[src/design/cmc_consts.vh]
// Constants for the module configuration block of a bus controller.
// Assumes inclusion by bare name from the design folder.
`ifndef CMC_CONSTS_VH
`define CMC_CONSTS_VH

// ==========================================================
// Register offsets (byte addresses on the host bus)
`define CMC_OFF_MCR 8'h00
`define CMC_OFF_ERRCNT 8'h26

// ==========================================================
// Field positions of module_config_register
`define CMC_B_STOP 15
`define CMC_B_SUSP_EN 14
`define CMC_B_SPARE_SUSP 13
`define CMC_B_HALT 12
`define CMC_B_NOT_SYNCED 11
`define CMC_B_WAKE_IE 10
`define CMC_B_SOFT_RST 9
`define CMC_B_DBG_ENTERED 8
`define CMC_B_SUPERVISOR_ONLY_SELECT_ONLY 7
`define CMC_B_SELF_WAKE 6
`define CMC_B_AUTO_PSAVE 5
`define CMC_B_STOPPED 4
`define CMC_ARB_HI 3
`define CMC_ARB_LO 0

// ==========================================================
// Reset values and counts
`define CMC_MCR_RESET 16'h5980
`define CMC_RO_MASK 16'h0b10
`define CMC_SYNC_BITS 4'hb
`define CMC_SYNC_W 4
`define CMC_CNT_W 8
`define CMC_ZERO16 16'h0000
`define CMC_ZERO8 8'h00

`endif

[src/design/cmc_module_config.v]
// Module configuration register and mode control of a bus controller.
// Assumes synchronous host bus: sel/wr strobes for one cycle, space code
// bit high for supervisor accesses, bus pins sampled synchronously.
//
// Behaviour
// - Suspend disabled ignores suspend input and halt
// - Debug entered when enabled and suspend or halt
// - Clearing suspend enable leaves debug mode
// - Spare suspend enable bit has no effect
// - Halt resets to one, software clears it
// - Error counters host-writable only while halt set
// - Not-synced set on entry, cleared only on sync into run mode
// - Wake interrupt only when enable bit set
// - Soft reset clears core state and configuration
// - Soft reset spares bus control, divider, buffers
// - Soft reset also clears the stop bit
// - Soft reset bit clears itself
// - Debug-entered clears once prescaler runs again
// - Supervisor-only mode withholds acknowledge for user
// - Unrestricted mode also acks user counter access; user supervisor-reg unimplemented
// - Self-wake clears stop on recessive-to-dominant edge
// - Auto power save gates clocks when idle
// - Host clocks stay running; independent of wake bits
// - Stopped flag follows clock shutdown and restart
// - Four-bit arbitration id, resets zero, modular only
// - Stop bit shuts clocks; cleared by host/self-wake
`timescale 1ns/100ps
`default_nettype none
`include "cmc_consts.vh"

module cmc_module_config #(
  parameter CNT_W = `CMC_CNT_W
) (
  input wire core_clk,
  input wire rst,
  // Host bus
  input wire host_sel,
  input wire host_wr,
  input wire [7:0] host_addr,
  input wire [15:0] host_wdata,
  input wire space_code_bit,
  output reg [15:0] host_rdata,
  output wire slave_acknowledge,
  output wire unimplemented_access,
  // System and bus side
  input wire debug_suspend,
  input wire bus_rx_recessive,
  input wire bit_tick,
  input wire core_busy,
  input wire interrupt_style_select,
  input wire [CNT_W-1:0] rx_err_count,
  input wire [CNT_W-1:0] tx_err_count,
  // Controls to the rest of the controller
  output wire err_count_write,
  output wire [CNT_W-1:0] err_count_wdata_rx,
  output wire [CNT_W-1:0] err_count_wdata_tx,
  output reg soft_reset_pulse,
  output wire core_clk_enable,
  output wire host_clk_enable,
  output wire prescaler_run,
  output reg wake_interrupt,
  output wire [3:0] arbitration_id_out,
  output wire arbitration_active
);

  // ==========================================================
  // Mode state
  localparam [3:0] ST_RUN = 4'h1;
  localparam [3:0] ST_DEBUG = 4'h2;
  localparam [3:0] ST_STOP = 4'h4;
  localparam [3:0] ST_SYNC = 4'h8;

  reg [3:0] state;
  reg [3:0] next_state;
  reg [15:0] module_configuration;
  reg not_synced;
  reg dbg_entered;
  reg stopped;
  reg wake_armed;
  reg bus_prev;
  wire synced;
  wire sync_clear;

  wire stop_bit = module_configuration[`CMC_B_STOP];
  wire susp_en = module_configuration[`CMC_B_SUSP_EN];
  wire halt_bit = module_configuration[`CMC_B_HALT];
  wire supervisor_only_select_only = module_configuration[`CMC_B_SUPERVISOR_ONLY_SELECT_ONLY];

  // Spare suspend enable is stored but never read by the mode logic
  wire debug_req = susp_en && (debug_suspend || halt_bit);

  // ==========================================================
  // Host decode
  function is_hit;
    input [7:0] addr;
    input [7:0] off;
    begin
      is_hit = (addr == off);
    end
  endfunction

  wire user_acc = !space_code_bit;
  wire hit_mcr = is_hit(host_addr, `CMC_OFF_MCR);
  wire hit_err = is_hit(host_addr, `CMC_OFF_ERRCNT);
  // Configuration register is always supervisor space; error counters are assignable
  wire ack_mcr = hit_mcr && !user_acc;
  wire ack_err = hit_err && !(supervisor_only_select_only && user_acc);
  wire any_hit = hit_mcr || hit_err;
  assign slave_acknowledge = host_sel && (ack_mcr || (hit_err && ack_err));
  // User cycles withheld in supervisor-only mode run externally, so not flagged here
  assign unimplemented_access = host_sel && !supervisor_only_select_only && user_acc &&
                                (hit_mcr || !any_hit);

  wire mcr_write = host_sel && host_wr && ack_mcr;
  assign err_count_write = host_sel && host_wr && ack_err && hit_err && halt_bit;
  assign err_count_wdata_rx = host_wdata[15:8];
  assign err_count_wdata_tx = host_wdata[7:0];

  always @(posedge core_clk) begin
    if (rst) begin
      host_rdata <= `CMC_ZERO16;
    end else if (host_sel && !host_wr && ack_mcr) begin
      host_rdata <= module_configuration;
    end else if (host_sel && !host_wr && ack_err) begin
      host_rdata <= {rx_err_count, tx_err_count};
    end else begin
      host_rdata <= `CMC_ZERO16;
    end
  end

  // ==========================================================
  // Wake detection and bus synchronisation
  wire bus_edge = bus_prev && !bus_rx_recessive;
  wire self_wake = wake_armed && bus_edge;

  always @(posedge core_clk) begin
    if (rst) begin
      bus_prev <= 1'b1;
    end else begin
      bus_prev <= bus_rx_recessive;
    end
  end

  assign sync_clear = (state != ST_SYNC);

  cmc_sync_detect u_sync (
    .core_clk(core_clk),
    .rst(rst),
    .clear(sync_clear),
    .bit_tick(bit_tick),
    .bus_recessive(bus_rx_recessive),
    .synced(synced)
  );

  // ==========================================================
  // Mode sequencer
  always @* begin
    next_state = state;
    case (state)
      ST_RUN: begin
        if (stop_bit) begin
          next_state = ST_STOP;
        end else if (debug_req) begin
          next_state = ST_DEBUG;
        end
      end
      ST_DEBUG: begin
        if (stop_bit) begin
          next_state = ST_STOP;
        end else if (!debug_req) begin
          next_state = ST_SYNC;
        end
      end
      ST_STOP: begin
        if (!stop_bit || self_wake) begin
          next_state = debug_req ? ST_DEBUG : ST_SYNC;
        end
      end
      ST_SYNC: begin
        if (stop_bit) begin
          next_state = ST_STOP;
        end else if (debug_req) begin
          next_state = ST_DEBUG;
        end else if (synced) begin
          next_state = ST_RUN;
        end
      end
      default: begin
        next_state = ST_DEBUG;
      end
    endcase
  end

  // ==========================================================
  // Configuration register and status flags
  wire [15:0] wr_keep = (module_configuration & `CMC_RO_MASK) | (host_wdata & ~`CMC_RO_MASK);

  always @(posedge core_clk) begin
    if (rst || soft_reset_pulse) begin
      // Bus control, divider and buffers live elsewhere and see no soft reset
      module_configuration <= `CMC_MCR_RESET;
      state <= ST_DEBUG;
      wake_armed <= 1'b0;
    end else begin
      state <= next_state;
      if (mcr_write) begin
        module_configuration <= wr_keep;
        // Self-wake may only change while not stopped; host must read it back
        if (state == ST_STOP) begin
          module_configuration[`CMC_B_SELF_WAKE] <= module_configuration[`CMC_B_SELF_WAKE];
        end
      end
      if (self_wake) begin
        module_configuration[`CMC_B_STOP] <= 1'b0;
      end
      module_configuration[`CMC_B_NOT_SYNCED] <= not_synced;
      module_configuration[`CMC_B_DBG_ENTERED] <= dbg_entered;
      module_configuration[`CMC_B_STOPPED] <= stopped;
      if (next_state == ST_STOP && state != ST_STOP) begin
        wake_armed <= module_configuration[`CMC_B_SELF_WAKE];
      end else if (next_state != ST_STOP) begin
        wake_armed <= 1'b0;
      end
    end
  end

  always @(posedge core_clk) begin
    if (rst) begin
      soft_reset_pulse <= 1'b0;
    end else begin
      // Self-clearing: the pulse is gated by its own previous value, so it lasts one cycle
      soft_reset_pulse <= mcr_write && host_wdata[`CMC_B_SOFT_RST] && !soft_reset_pulse;
    end
  end

  always @(posedge core_clk) begin
    if (rst || soft_reset_pulse) begin
      not_synced <= 1'b1;
      dbg_entered <= 1'b0;
      stopped <= 1'b0;
      wake_interrupt <= 1'b0;
    end else begin
      not_synced <= (next_state != ST_RUN);
      if (next_state == ST_DEBUG) begin
        dbg_entered <= 1'b1;
      end else if (prescaler_run) begin
        dbg_entered <= 1'b0;
      end
      stopped <= (state == ST_STOP);
      wake_interrupt <= self_wake && module_configuration[`CMC_B_WAKE_IE];
    end
  end

  // ==========================================================
  // Clock gating
  // Power save only looks at work pending, never the wake bits
  wire psave_idle = module_configuration[`CMC_B_AUTO_PSAVE] && !core_busy;
  assign core_clk_enable = (state != ST_STOP) && !psave_idle;
  assign prescaler_run = (state == ST_SYNC) || (state == ST_RUN);
  assign host_clk_enable = 1'b1;

  // ==========================================================
  // Interrupt arbitration
  assign arbitration_id_out = module_configuration[`CMC_ARB_HI:`CMC_ARB_LO];
  assign arbitration_active = !interrupt_style_select &&
                              (module_configuration[`CMC_ARB_HI:`CMC_ARB_LO] != 4'h0);

endmodule // cmc_module_config
`default_nettype wire

[src/design/cmc_sync_detect.v]
// Counts consecutive recessive bus bits and flags bus synchronisation.
// Assumes bit_tick marks one bus bit time, bus_recessive sampled synchronously.
`timescale 1ns/100ps
`default_nettype none
`include "cmc_consts.vh"

module cmc_sync_detect #(
  parameter [`CMC_SYNC_W-1:0] SYNC_BITS = `CMC_SYNC_BITS
) (
  input wire core_clk,
  input wire rst,
  input wire clear,
  input wire bit_tick,
  input wire bus_recessive,
  output reg synced
);

  reg [`CMC_SYNC_W-1:0] run_count;

  always @(posedge core_clk) begin
    if (rst || clear) begin
      run_count <= {`CMC_SYNC_W{1'b0}};
      synced <= 1'b0;
    end else if (bit_tick) begin
      if (!bus_recessive) begin
        run_count <= {`CMC_SYNC_W{1'b0}};
      end else if (run_count != SYNC_BITS) begin
        run_count <= run_count + 1'b1;
      end
      // Latches until the owner clears it, which it does once the mode leaves sync
      if (bus_recessive && run_count == SYNC_BITS - 1'b1) begin
        synced <= 1'b1;
      end
    end
  end

endmodule // cmc_sync_detect
`default_nettype wire

[config.mk]
export PLATFORM = sky130hd
export DESIGN_NAME = cmc_module_config
export DESIGN_NICKNAME = d
export VERILOG_FILES = /design/src/design/cmc_module_config.v /design/src/design/cmc_sync_detect.v
export VERILOG_INCLUDE_DIRS = /design/src /design/src/design
export SDC_FILE = /design/constraint.sdc
export NUM_CORES = 1
export LEC_CHECK = 0
export BUFFER_PORTS_ARGS = -buffer_cell sky130_fd_sc_hd__buf_2
export CAP_MARGIN = 15
export CELL_PAD_IN_SITES_DETAIL_PLACEMENT = 1
export CELL_PAD_IN_SITES_GLOBAL_PLACEMENT = 1
export CORE_MARGIN = 4
export CORE_UTILIZATION = 25
export DETAILED_ROUTE_END_ITERATION = 16
export PLACE_DENSITY = 0.6
export SYNTH_ARGS = -nofsm -noshare
export SYNTH_HDL_FRONTEND = slang
export SYNTH_HIERARCHICAL = 1
export SYNTH_SLANG_ARGS = --single-unit
[constraint.sdc]
create_clock -name core_clk -period 2.5 [get_ports core_clk]
set_input_delay 0.5 -clock core_clk [delete_from_list [all_inputs] [get_ports core_clk]]
set_output_delay 0.5 -clock core_clk [all_outputs]
set_load 0.02 [all_outputs]
---- After elaboration in Yosys (flattened, before gate mapping) ----
Cells that the tools add are included.
cells by class
  bitwise operators ....................... 2
  mux-type cells .......................... 18
  reduce and logical (&&, ||, !) cells .... 54
  eq/ne operators ......................... 14
  add/sub/neg operators ................... 1
operator list
  kind                 count
  $mux 4               11
  $mux 16              2
  $logic_and 1x1->1    27
  $or 12x16->16        1
  $pmux 4 s4           1
  $logic_not 1->1      11
  $eq 4x2->1 const B   2
  $eq 4x3->1 const B   2
  $eq 4x4->1 const B   2
  $eq 8x6->1 const B   1
  $logic_not 8->1      1
  $logic_or 1x1->1     8
  $ne 4x3->1 const B   2
  $ne 4x4->1 const B   2
  $reduce_and 2->1     3
  $add 4x1->4 const B  1
  $eq 4x1->1 const B   1
  $mux 1               4
  $ne 4x1->1 const B   1
  $reduce_bool 2->1    2
  $reduce_bool 4->1    1
  $ne 2x1->1 const B   1
  $reduce_or 2->1      1
  $not 1->1            1
storage, ports and cells
  register bits after elaboration ......... 48
  logic and storage cells ................. 104
  output and inout port bits .............. 45

---- Longest topological paths before layout ----
  word-level depth ........................ 9
  mapped depth ............................ 5
  mapped depth without buffers ............ 4

---- Hierarchy ----
Netlist, hierarchy kept.
modules (own cells, without submodules)
  module             area each (um^2)  times used  seq. area each (um^2)  cells an instance
  cmc_module_config  1840.5            1           840.8                  203
  cmc_sync_detect    270.3             1           100.1                  30

---- Worst setup path after synthesis ----
No wires, ideal clock.
  kind .................................... input -> output
  from .................................... input host_addr[3]
  to ...................................... output err_count_write
  setup slack ............................. 0.146 ns
  arrival time ............................ 1.854 ns
  buffers on the path ..................... 0
  stages .................................. 3
  data required time ...................... 2.000 ns
  path through ............................ or4_4 or2_4 nor3_1
between the ends
  cells in the longest elaborated chain, start to end .. 5
ends and longest elaborated chain
  what                                RTL line                 RTL
  start, declared                     cmc_module_config.v:39   input wire [7:0] host_addr,
  $eq 8x6->1 (*)                      cmc_module_config.v:98   is_hit = (addr == off);
  $logic_and 1x1->1                   cmc_module_config.v:107  wire ack_err = hit_err && !(supervisor_only_select_only && user_acc);
  $logic_and 1x1->1                   cmc_module_config.v:115  assign err_count_write = host_sel && host_wr && ack_err && hit_err && halt_bit;
  $logic_and 1x1->1 (*) (2 in a row)  cmc_module_config.v:115
  end, declared                       cmc_module_config.v:54   output wire err_count_write,
Every way passes the cells marked *; elsewhere a longest branch is shown, timed or not.

---- Worst setup path in the final report ----
Ends and elaborated chain as after synthesis.

==> summary.md <==
| Metric | Value |
|---|---|
| Clk Latency, worst-skew pair | 290 ps |
| M1 GR Usage | 0.166 |
| DRT Wirelength | 5900 um |
| Post-CTS Resized | 0 |
| Root Buffer | clkbuf_8 |
| Data arrival time of the worst path | 1860 ps |
| WS Path Type | in -> out |
| Part of the Yosys area used for sequential elements | 0.446 |
| Clock skew | 8.48 ps |
| Slew HR | 0.639 |
| Max VDD drop | 0.000282 V |
| Area contributors post-synth | dfxtp_1 45%, buf_4 7.5%, a22o_1 6.2% |
| Half-perimeter wire length after placement | 4580 um |
| Most frequent cell after synthesis | dfxtp_1 |
| Port bufs | 87 |
| Worst-path cell chain | buf_2 > or4_4 > or2_4 > nor3_1 > buf_2 |
| Cell Area, Synth | 2110 um2 |
| Initial Util | 0.257 |
| Top Ports | 95 |
| Die area | 9980 um2 |
| Crit path top cell by count | buf_2 |
| First-pass iteration count of the detailed router | 6 |
| Power density cells | 494 nW/um2 |
| Final setup vio count | 0 |
| Largest net degree at the start of global routing | 15 |
| Number of setup buffers added after CTS | 0 |
| Via Count | 1844 |
| Minimum clock period | 2360 ps |
| Slowest cell on crit path | or4_4 |
| Nature of the critical path endpoint | primary output |
| Largest stage delay, worst path | 550 ps |
| Multi-input gate area | 925 um2 |
| # Max-Cap Violations | 0 |
| Setup TNS | 0 ps |
| Unique masters post-synth | 45 |
| Post-route antenna net violation count | 0 |
| Post-synth top area share | 0.446 |
| First-pass GRT wire length | 9380 um |
| Clock-pin transition on the worst setup and hold timing paths | 90 ps |
| Drt initial violations | 55 |
| Synth cell count leaders | 47 x dfxtp_1, 32 x nand2_1, 21 x buf_4 |
| Met2 Usage GRT | 0.175 |
| Register area | 941 um2 |
| Core Util, Final | 0.319 |
| Layout cell share with drive strength beyond 1 | 0.376 |
| Wirelength per Cell | 14.4 um |
| H-Tree Depth | 2 |
| Top Usage Layer GRT | met2 |
| Die Span Y | 99.9 um |
| RSZ-0062 raised after global routing | no |
| Final Hold Fails | 0 |
| Max FO, Critical Path | 4 |
| Fill cell count | 1005 |
| Hold Buf Count CTS | 0 |
| Pre-CTS setup slack | 117 ps |
| Post-synth EDFFs | 0 |
| Worst-margin pin slew | 535 ps |
| Antenna Cells | 0 |
| Die X | 99.9 um |
| Cells after synthesis | 233 |
| Final net count | 357 |
| All-Layer GR Usage | 0.116 |
| Slew Viols, Final | 0 |
| DR DRC count | 0 |
| Clock tree sinks | 47 |
| Post-synth ARST share | 0 |
| Synth Area per Inst | 9.06 um2 |
| # rows | 33 |
| Vias per inst | 4.49 |
| CTS tree | done |
| Synth Flop Type | dfxtp_1 |
| Synth warnings | 6 |
| Critical path required time | 2000 ps |
| Cell taking the most area after synthesis | dfxtp_1 |
| Period utilisation layout | 0.945 |
| Worst setup margin | 137 ps |
| Pleak | 1.17 nW |
| Gpl congestion | 0.783 |
| Net Count, Synth | 285 |
| Hold WS | 413 ps |
| Worst Hold Class | in -> reg |
| Critical Path Source Type | input port |
| CORE AREA | 8220 um2 |
| GRT overflow | 0 |
| Outcome | complete, no violations |
| Highest Clock Rate | 423 MHz |
| CTS Buf Count | 5 |
| #FFs+latches synth | 47 |
| Met3 Usage GRT | 0.0250 |
| Initial antenna violation count | 0 |
| Via count of the first global-routing pass | 1843 |
| Layout area overhead | 24.2% |
| Clock Path Buffers | 2 |
## power by group
part	internal, W	switching (W)
combinational	0.0000422	0.0000540
sequential	0.000751	0.00000107
clock	0.000196	0.000252
total	0.000989	0.000308
## registers in the layout (all words and copies together), names as in the netlist, 4 cells and up
name and count:
state 4, host_rdata 16, module_configuration 15, u_sync/run_count 4
## cell type report
cell class                      instances  share of cell area
Sequential cell                        47               0.359
Multi-Input combinational cell        146               0.353
Timing Repair Buffer                   97               0.195
Tap cell                              105              0.0501
Clock buffer                            6              0.0277
Inverter                                8              0.0115
Clock inverter                          2             0.00477
## kinds of logic after synthesis
kind of cell / Yosys count / synth area share
compound gates: 49 / 0.153
xor+xnor: 2 / 0.00830
fa+ha+maj: 2 / 0.0119
buf+inv: 40 / 0.116
flops: 47 / 0.446
mux: 1 / 0.00474
other cells: 1 / 0.00178
simple gates: 91 / 0.258
## per-layer routing
| layer | vias to the layer above | share of wire |
|---|---|---|
| met4 | 0 | 0.0075 |
| met2 | 53 | 0.45 |
| met1 | 853 | 0.48 |
| met5 | - | 0 |
| met3 | 2 | 0.061 |
| li1 | 936 | - |
## worst paths after layout
path              cells past startpoint                             endpoint  slack (ps)                  start
setup / recovery                      5                      err_count_write         140           host_addr[3]
hold / removal                        2             host_rdata[1]$_SDFF_PP0_         410        tx_err_count[1]
setup reg to reg                      3             dbg_entered$_SDFFE_PP0P_         850    state[2]$_SDFF_PP0_
hold reg to reg                       1  module_configuration[11]$_SDFF_PP1_         420  not_synced$_SDFF_PP1_
## worst max-delay path, delay by kind of cell
family | cells | cell delay (ps)
buffers and inverters | 2 | 290
AND/OR/NAND/NOR | 3 | 1070
## cells in the final DEF, fill, tap and decap left out, types with 2 or more instances in the layout
cell and count:
buf_2 87, dfxtp_1 47, nand2_1 32, a21oi_1 18, a22o_1 15, buf_4 10, nor2_1 8, inv_1 8
nand3_1 7, o21ai_0 7, nor3_1 6, or3_1 5, clkbuf_8 5, or4b_1 4, nor4b_1 4, nor2b_1 3
or2_2 3, nand2b_1 2, o211ai_1 2, or4_1 2, nor4_4 2, a31oi_1 2, and2_1 2, ha_1 2
## through the flow
stage	std cells	area [um2]	total power [W]
floorplan	233	2110	0.000827
global placement	403	2540	0.000866
detailed placement	403	2540	0.000866
CTS	411	2620	0.00132
global route	411	2620	0.00135
finish	411	2620	0.00130
No activity file was read; power rests on OpenSTA's default activity.
